### config.mk
export PLATFORM = sky130hd
export DESIGN_NAME = ncw_core
export DESIGN_NICKNAME = d
export VERILOG_FILES = /design/src/design/ncw_pkg.sv /design/src/design/ncw_core.sv
export SDC_FILE = /design/constraint.sdc
export NUM_CORES = 1
export LEC_CHECK = 0
export BUFFER_PORTS_ARGS = -buffer_cell sky130_fd_sc_hd__buf_2
export CAP_MARGIN = 20
export CELL_PAD_IN_SITES_DETAIL_PLACEMENT = 1
export CELL_PAD_IN_SITES_GLOBAL_PLACEMENT = 1
export CORE_UTILIZATION = 50
export DETAILED_ROUTE_END_ITERATION = 6
export GPL_TIMING_DRIVEN = 0
export PLACE_DENSITY = 0.8
export SETUP_SLACK_MARGIN = 0.2
export SYNTH_ARGS = -nofsm -noshare
export SYNTH_HDL_FRONTEND = slang
export SYNTH_SLANG_ARGS = --single-unit
### constraint.sdc
create_clock -name clock -period 22.5 [get_ports clock]
set_input_delay 4.5 -clock clock [delete_from_list [all_inputs] [get_ports clock]]
set_output_delay 4.5 -clock clock [all_outputs]
set_load 0.01 [all_outputs]
### src/design/ncw_pkg.sv
/*
  Constants, field layouts and types for the waveform oscillator core.
  Assumes a single 200 MHz clock and control words handed in whole, 16 bits at a time.
*/
package ncw_pkg;

  // ----------------------------------------
  // Word address field and phase-word select bit
  // ----------------------------------------
  localparam int ADDR_HI = 15;
  localparam int ADDR_LO = 14;
  localparam logic [1:0] ADDR_CTRL = 2'h0;
  localparam logic [1:0] ADDR_FREQ_A = 2'h1;
  localparam logic [1:0] ADDR_FREQ_B = 2'h2;
  localparam logic [1:0] ADDR_PHASE = 2'h3;
  localparam int PHASE_SEL_BIT = 13;

  // ----------------------------------------
  // Control bit positions
  // ----------------------------------------
  localparam int CTL_FULL_WORD = 13;
  localparam int CTL_HIGH_HALF = 12;
  localparam int CTL_FREQ_SEL = 11;
  localparam int CTL_PHASE_SEL = 10;
  localparam int CTL_RESET = 8;
  localparam int CTL_CLOCK_HALT = 7;
  localparam int CTL_DAC_POWERDOWN = 6;
  localparam int CTL_SQUARE_SEL = 5;
  localparam int CTL_HALF_RATE = 3;
  localparam int CTL_MODE = 1;

  // ----------------------------------------
  // Widths, reset values and timing
  // ----------------------------------------
  localparam int FREQ_W = 28;
  localparam int HALF_W = 14;
  localparam int PHASE_W = 12;
  localparam int CODE_W = 10;
  localparam logic [13:0] CTRL_RESET_VAL = 14'h0000;
  localparam logic [27:0] FREQ_RESET_VAL = 28'h0000000;
  localparam logic [11:0] PHASE_RESET_VAL = 12'h000;
  localparam logic [9:0] CODE_MIDSCALE = 10'h200;
  localparam int LATENCY_CYCLES = 7;
  localparam int FRONT_STAGES = 3;

  // One output sample moving down the delay line
  typedef struct packed {
    logic [9:0] code;
    logic msb;
  } ncw_sample_s;

endpackage

### src/design/ncw_core.sv
/*
  Oscillator core: word decode, tuning and offset storage, phase accumulator,
  waveform shaping and output delay line.
  Assumes words arrive already deserialised with a one-cycle strobe, synchronous
  to clock; the analog DAC sits outside and reads waveCode.
*/
`timescale 1ns/1ps
`default_nettype none

module ncw_core #(
  parameter int LATENCY = ncw_pkg::LATENCY_CYCLES
) (
  input wire logic clock,
  input wire logic rst_b,
  input wire logic [15:0] wordData,
  input wire logic wordValid,
  output logic [ncw_pkg::CODE_W-1:0] waveCode,
  output logic waveIsSquare,
  output logic squareLevel,
  output logic dacPowerdown
);
  import ncw_pkg::*;

  // Delay line needs at least one stage beyond the front pipeline
  if (LATENCY <= FRONT_STAGES) begin : gBadLatency
    $error("ncw_core: LATENCY must exceed FRONT_STAGES");
  end
  localparam int TAIL = LATENCY - FRONT_STAGES;

  // ----------------------------------------
  // Stored words
  // ----------------------------------------
  logic [13:0] ctrl_r, ctrl_nxt;
  logic [FREQ_W-1:0] freqA_r, freqA_nxt, freqB_r, freqB_nxt;
  logic [PHASE_W-1:0] phaseA_r, phaseA_nxt, phaseB_r, phaseB_nxt;
  logic [HALF_W-1:0] lowHold_r, lowHold_nxt;
  logic lowPendA_r, lowPendA_nxt, lowPendB_r, lowPendB_nxt;
  logic [1:0] addr;
  logic [HALF_W-1:0] payload;

  assign addr = wordData[ADDR_HI:ADDR_LO];
  assign payload = wordData[HALF_W-1:0];

  // Word decode; full-word mode holds low half until the high half lands
  // so the tuning word never carries an intermediate value
  always_comb begin
    ctrl_nxt = ctrl_r;
    freqA_nxt = freqA_r;
    freqB_nxt = freqB_r;
    phaseA_nxt = phaseA_r;
    phaseB_nxt = phaseB_r;
    lowHold_nxt = lowHold_r;
    lowPendA_nxt = lowPendA_r;
    lowPendB_nxt = lowPendB_r;
    if (wordValid) begin
      case (addr)
        ADDR_CTRL: begin
          ctrl_nxt = payload;
          lowPendA_nxt = 1'b0;
          lowPendB_nxt = 1'b0;
        end
        ADDR_FREQ_A: begin
          if (ctrl_r[CTL_FULL_WORD]) begin
            if (lowPendA_r) begin
              freqA_nxt = {payload, lowHold_r};
              lowPendA_nxt = 1'b0;
            end else begin
              lowHold_nxt = payload;
              lowPendA_nxt = 1'b1;
              lowPendB_nxt = 1'b0;
            end
          end else if (ctrl_r[CTL_HIGH_HALF]) begin
            freqA_nxt = {payload, freqA_r[HALF_W-1:0]};
          end else begin
            freqA_nxt = {freqA_r[FREQ_W-1:HALF_W], payload};
          end
        end
        ADDR_FREQ_B: begin
          if (ctrl_r[CTL_FULL_WORD]) begin
            if (lowPendB_r) begin
              freqB_nxt = {payload, lowHold_r};
              lowPendB_nxt = 1'b0;
            end else begin
              lowHold_nxt = payload;
              lowPendB_nxt = 1'b1;
              lowPendA_nxt = 1'b0;
            end
          end else if (ctrl_r[CTL_HIGH_HALF]) begin
            freqB_nxt = {payload, freqB_r[HALF_W-1:0]};
          end else begin
            freqB_nxt = {freqB_r[FREQ_W-1:HALF_W], payload};
          end
        end
        ADDR_PHASE: begin
          if (wordData[PHASE_SEL_BIT]) begin
            phaseB_nxt = wordData[PHASE_W-1:0];
          end else begin
            phaseA_nxt = wordData[PHASE_W-1:0];
          end
        end
        default: begin
          ctrl_nxt = ctrl_r;
        end
      endcase
    end
  end

  // Word storage; sync reset keeps the part in a known idle state
  always_ff @(posedge clock) begin
    if (!rst_b) begin
      ctrl_r <= CTRL_RESET_VAL;
      freqA_r <= FREQ_RESET_VAL;
      freqB_r <= FREQ_RESET_VAL;
      phaseA_r <= PHASE_RESET_VAL;
      phaseB_r <= PHASE_RESET_VAL;
      lowHold_r <= '0;
      lowPendA_r <= 1'b0;
      lowPendB_r <= 1'b0;
    end else begin
      ctrl_r <= ctrl_nxt;
      freqA_r <= freqA_nxt;
      freqB_r <= freqB_nxt;
      phaseA_r <= phaseA_nxt;
      phaseB_r <= phaseB_nxt;
      lowHold_r <= lowHold_nxt;
      lowPendA_r <= lowPendA_nxt;
      lowPendB_r <= lowPendB_nxt;
    end
  end

  // ----------------------------------------
  // Phase path
  // ----------------------------------------
  logic halt, clear;
  logic [FREQ_W-1:0] step_r, step_nxt, acc_r, acc_nxt;
  logic [PHASE_W-1:0] offPick_r, offPick_nxt, offset_r, offset_nxt, phase_r, phase_nxt;

  assign halt = ctrl_r[CTL_CLOCK_HALT];
  assign clear = ctrl_r[CTL_RESET];

  // Halt freezes the whole datapath so the output holds its value
  always_comb begin
    step_nxt = step_r;
    offPick_nxt = offPick_r;
    offset_nxt = offset_r;
    acc_nxt = acc_r;
    phase_nxt = phase_r;
    if (!halt) begin
      step_nxt = ctrl_r[CTL_FREQ_SEL] ? freqB_r : freqA_r;
      // Offset takes one extra stage so a phase load lands as late as a tuning load
      offPick_nxt = ctrl_r[CTL_PHASE_SEL] ? phaseB_r : phaseA_r;
      offset_nxt = offPick_r;
      if (clear) begin
        acc_nxt = '0;
        phase_nxt = '0;
      end else begin
        acc_nxt = acc_r + step_r;
        // Wraps naturally at 12 bits: 4096 steps per full turn
        phase_nxt = acc_r[FREQ_W-1 -: PHASE_W] + offset_r;
      end
    end
  end

  always_ff @(posedge clock) begin
    if (!rst_b) begin
      step_r <= FREQ_RESET_VAL;
      offPick_r <= PHASE_RESET_VAL;
      offset_r <= PHASE_RESET_VAL;
      acc_r <= FREQ_RESET_VAL;
      phase_r <= PHASE_RESET_VAL;
    end else begin
      step_r <= step_nxt;
      offPick_r <= offPick_nxt;
      offset_r <= offset_nxt;
      acc_r <= acc_nxt;
      phase_r <= phase_nxt;
    end
  end

  // ----------------------------------------
  // Shaping
  // ----------------------------------------
  // Parabolic sine approximation stands in for a ROM table: cheaper in
  // flops, at the cost of a few percent harmonic error
  function automatic logic [9:0] sineLookup(input logic [11:0] p);
    logic [10:0] x;
    logic [21:0] prod;
    logic [9:0] amp;
    x = p[10:0];
    prod = 22'(x) * 22'(12'h800 - {1'b0, x});
    amp = (prod[21:11] > 11'h1FF) ? 10'h1FF : prod[20:11];
    sineLookup = p[11] ? (CODE_MIDSCALE - amp) : (CODE_MIDSCALE + amp);
  endfunction

  ncw_sample_s shaped;
  always_comb begin
    shaped.msb = phase_r[PHASE_W-1];
    if (ctrl_r[CTL_MODE]) begin
      shaped.code = phase_r[11] ? ~phase_r[10:1] : phase_r[10:1];
    end else begin
      shaped.code = sineLookup(phase_r);
    end
  end

  // ----------------------------------------
  // Delay line and output stage
  // ----------------------------------------
  ncw_sample_s line_r [TAIL], line_nxt [TAIL];
  logic msbPrev_r, msbPrev_nxt, halfSq_r, halfSq_nxt;
  logic square_r, square_nxt, isSq_r, isSq_nxt, pd_r, pd_nxt;

  // Fill the line with midscale while cleared so the output settles there
  for (genvar i = 0; i < TAIL; i++) begin : gLine
    // Head and body split at elaboration so no stage indexes below zero
    if (i == 0) begin : gHead
      always_comb begin
        line_nxt[i] = line_r[i];
        if (!halt) begin
          line_nxt[i] = clear ? ncw_sample_s'{code: CODE_MIDSCALE, msb: 1'b0} : shaped;
        end
      end
    end else begin : gBody
      always_comb begin
        line_nxt[i] = line_r[i];
        if (!halt) begin
          line_nxt[i] = line_r[i-1];
        end
      end
    end
    always_ff @(posedge clock) begin
      if (!rst_b) begin
        line_r[i] <= '{code: CODE_MIDSCALE, msb: 1'b0};
      end else begin
        line_r[i] <= line_nxt[i];
      end
    end
  end

  // Square output: MSB direct or toggled on each MSB rise (half rate)
  always_comb begin
    msbPrev_nxt = msbPrev_r;
    halfSq_nxt = halfSq_r;
    if (!halt) begin
      msbPrev_nxt = line_r[TAIL-1].msb;
      if (line_r[TAIL-1].msb && !msbPrev_r) begin
        halfSq_nxt = ~halfSq_r;
      end
    end
    square_nxt = ctrl_r[CTL_HALF_RATE] ? line_r[TAIL-1].msb : halfSq_r;
    isSq_nxt = ctrl_r[CTL_SQUARE_SEL];
    pd_nxt = ctrl_r[CTL_DAC_POWERDOWN];
  end

  always_ff @(posedge clock) begin
    if (!rst_b) begin
      msbPrev_r <= 1'b0;
      halfSq_r <= 1'b0;
      square_r <= 1'b0;
      isSq_r <= 1'b0;
      pd_r <= 1'b0;
    end else begin
      msbPrev_r <= msbPrev_nxt;
      halfSq_r <= halfSq_nxt;
      square_r <= square_nxt;
      isSq_r <= isSq_nxt;
      pd_r <= pd_nxt;
    end
  end

  // Output pins: waveCode always carries the DAC code; square level and its select flag have their own pins
  assign waveCode = line_r[TAIL-1].code;
  assign waveIsSquare = isSq_r;
  assign squareLevel = square_r;
  assign dacPowerdown = pd_r;

endmodule

`default_nettype wire

==> flow_metrics.py <==
metrics = {
    "power_and_ir_drop": {
        "portion_of_total_power_attributed_to_the_clock_network": 0.465,
        "power_switching_share": 0.257,
        "power.leakage_uw": 0.00742,
        "power_density_nw_per_um2": 61.2,
        "p_total_uw": 1070,
        "netSwitchingPower_uw": 275,
        "internal_power_summed_over_all_cells_uw": 796,
        "power_frac_comb": 0.104,
        "ir_drop_mv": 0.0585,
        "share_seq_of_total_power": 0.430,
    },
    "detailed_routing": {
        "drtIter0Drc": 612,
        "detail_route.first_pass.iterations": 7,
        "drt-wirelength-per-cell_um": 20.4,
        "ant_nets": 0,
        "post_drt_via_cell_ratio": 5.68,
        "drt_wl_total_um": 46900,
        "vias": 13100,
        "detail_route.drc_violations": 2,
    },
    "floorplanning": {
        "num_rows": 64,
        "coreArea_um2": 30800,
        "floorplan.die.width_um": 180,
        "die_footprint_um2": 32300,
        "ioPinCount": 32,
        "die_height_um": 180,
        "initial_core_util": 0.512,
    },
    "critical_path": {
        "endpoint_type_of_the_worst_setup_path": "flop",
        "path_buf_inv": 7,
        "worst_path_largest_cell_delay_ps": 630,
        "cpMostUsedCell": "sky130_fd_sc_hd__fa_1",
        "regToRegSetupSlack_ps": 13090,
        "crit_path_start": "phase_r[0]$_SDFFE_PN0N_",
        "timing.rr.start": "phase_r[0]$_SDFFE_PN0N_",
        "timing.critical_path.from_type": "flop",
        "arrival_ps": 9920,
        "critPathSlowestCell": "sky130_fd_sc_hd__mux2i_2",
        "critPathTopFamily": "adder cells",
        "worst-endpoint-required_ps": 23010,
        "path_max_fanout": 10,
        "worstSetupPathType": "flop to flop",
    },
    "logic_synthesis": {
        "synth_area_um2": 15800,
        "synth.yosys.seq_area_share": 0.313,
        "synth.avg_cell_area_um2": 8.70,
        "synth_cells": 1816,
        "primary_flip_flop_cell_chosen_by_synthesis_mapping": "sky130_fd_sc_hd__dfxtp_1",
        "yosys_warnings": 0,
        "ys_async_rst_share": 0,
        "ys_seq_elements": 247,
        "synth.distinct_cells": 69,
        "synth_enable_flop_cells": 0,
    },
    "sta": {
        "finalHoldViolations": 0,
        "maxSlewHeadroom": 0.375,
        "tightestPinTransition_ps": 930,
        "grt_setup_unrepaired": "false",
        "fin_hold_ws_ps": 457,
        "final.setup.worst_slack_ps": 13090,
        "timing.setup.tns_ps": 0,
        "final_setup_fails": 0,
        "timing.final.crit_period_ps": 9410,
        "finalClockSkew_ps": 33.0,
        "layout_worst_path_cycle_share": 0.418,
        "max_clock_freq_ghz": 0.106,
        "timing.final.max_slew_violations": 0,
    },
    "clocking": {
        "cts.hold.buffers_added": 0,
        "root_buffer": "sky130_fd_sc_hd__clkbuf_16",
        "clk_pin_slew_worst_paths_ps": 60,
        "cts.path.max_buffers": 3,
        "cts_num_sinks": 247,
        "post_cts_resize_count": 0,
        "ctsHtreeMaxLevel": 1,
        "cts-buffers-inserted": 28,
        "cts_tree": "built",
        "post_cts.repair.setup_buffers": 0,
        "clock_insertion_delay_at_the_later_pin_of_the_skew_report_ps": 570,
    },
    "grt": {
        "grt_pass1_wl_um": 76200,
        "globalRoute.totalOverflow": 0,
        "grt_pass1_vias": 14300,
        "grt_max_degree": 16,
        "groute.usage.overall": 0.296,
        "initial_antenna_violation_count": 1,
    },
    "final_layout": {
        "final.fill_count": 3659,
        "multi_input_comb_area_um2": 9940,
        "area.sequential_um2": 4940,
        "areaGrowthSynthToFinish_pct": 10.9,
        "antenna_cells_inserted": 0,
        "drive_above_1_share": 0.0593,
        "fin_nets": 2105,
        "layout_common_cells": "sky130_fd_sc_hd__nor2_1, sky130_fd_sc_hd__dfxtp_1, sky130_fd_sc_hd__nand2_1, sky130_fd_sc_hd__a21oi_1, sky130_fd_sc_hd__inv_1",
    },
    "placed_design": {
        "place_congestion": 0.866,
        "setup_ws_pre_cts_ps": 13030,
        "dpl_wire_length_um": 35900,
        "portBuffers": 29,
    },
    "hold_path": {
        "min-delay-start": "phaseA_r[7]$_SDFFE_PN0P_",
        "worstHoldPathType": "flop to flop",
    },
    "status": {
        "outcome": "finished, violations left",
        "violations": "DRC",
    },
    "flow_run": {
        "max-cap-violations": 0,
    },
}
-- final timing paths --
kind         depth (start not counted)                         to
max                                 33  line_r[0][5]$_SDFFE_PN0N_
min reg2reg                          2   phaseA_r[7]$_SDFFE_PN0P_
max reg2reg                         33  line_r[0][5]$_SDFFE_PN0N_
min                                  2   phaseA_r[7]$_SDFFE_PN0P_
-- layout make-up --
| type | instances | area share |
|---|---|---|
| Sequential cell | 247 | 0.282 |
| Multi-Input combinational cell | 1340 | 0.568 |
| Timing Repair Buffer | 31 | 0.00900 |
| Clock buffer | 40 | 0.0477 |
| Clock inverter | 12 | 0.0112 |
| Tap cell | 396 | 0.0283 |
| Inverter | 125 | 0.0268 |
| Buffer | 112 | 0.0268 |
-- sequential cells by signal (all words and copies together), names as in the netlist --
name          cells
ctrl_r           10
lowHold_r        14
line_r           44
freqA_r          28
squareLevel       1
acc_r            28
lowPendA_r        1
freqB_r          28
phaseA_r         12
offPick_r        12
waveIsSquare      1
offset_r         12
phase_r          12
step_r           28
lowPendB_r        1
dacPowerdown      1
msbPrev_r         1
phaseB_r         12
halfSq_r          1
-- power groups by stage --
stage               sequential (µW)  combinational, µW  clock (µW)
finish                          461                112         498
global route                    462                122         527
CTS                             461                112         505
detailed placement              471                110           0
global placement                470                106           0
floorplan                       467               74.8           0
-- synthesized netlist by cell type, types with 42 or more instances --
cell type,instances,area share
sky130_fd_sc_hd__dfxtp_1,247,0.31
sky130_fd_sc_hd__nor2_1,247,0.059
sky130_fd_sc_hd__a211oi_1,42,0.020
sky130_fd_sc_hd__inv_1,124,0.029
sky130_fd_sc_hd__clkbuf_1,87,0.021
sky130_fd_sc_hd__nor2b_1,42,0.017
sky130_fd_sc_hd__fa_1,90,0.11
sky130_fd_sc_hd__nand2_1,148,0.035
sky130_fd_sc_hd__ha_1,111,0.088
sky130_fd_sc_hd__mux2i_1,114,0.072
sky130_fd_sc_hd__a21oi_1,145,0.046
sky130_fd_sc_hd__nand2b_1,58,0.023
-- logic make-up (layout without fill, tap and decap cells) --
logic type	Yosys count	in the layout	share of synthesized area
AOI/OAI and AO/OA	341	341	0.138
xor gates and xnor gates	52	52	0.0288
adders and majority gates	201	201	0.202
buffers and inverters	237	320	0.0594
DFF	247	247	0.313
muxes	117	117	0.0745
other	2	10	0.000475
and+or+nand+nor	619	619	0.183
-- worst reg2reg max path: cells and delay by family (launching register included) --
kind	cells	cell delay (ps)
buffers and inverters	7	1150
AO/OA/AOI/OAI	7	1660
AND/OR/NAND/NOR	8	1700
multiplexers	1	630
XOR/XNOR	1	150
adder cells (fa/ha/maj)	9	3770
flip-flops	1	340
-- metal layers --
layer  share of wire  GRT usage  vias up
met4           0.040      0.117        0
met1            0.41      0.346     6486
met3           0.027     0.0255      104
met2            0.52      0.556      235
met5               0          0        -
li1                -          -     6259
-- per-stage QoR --
step | instances | utilization | instance area, µm²
CTS | 2303 | 0.568 | 17500
floorplan | 1824 | - | 15800
detailed placement | 2251 | 0.534 | 16500
global placement | 2249 | 0.534 | 16500
global route | 2303 | 0.568 | 17500
finish | 2303 | 0.568 | 17500
(Power assumes the default switching activity.)
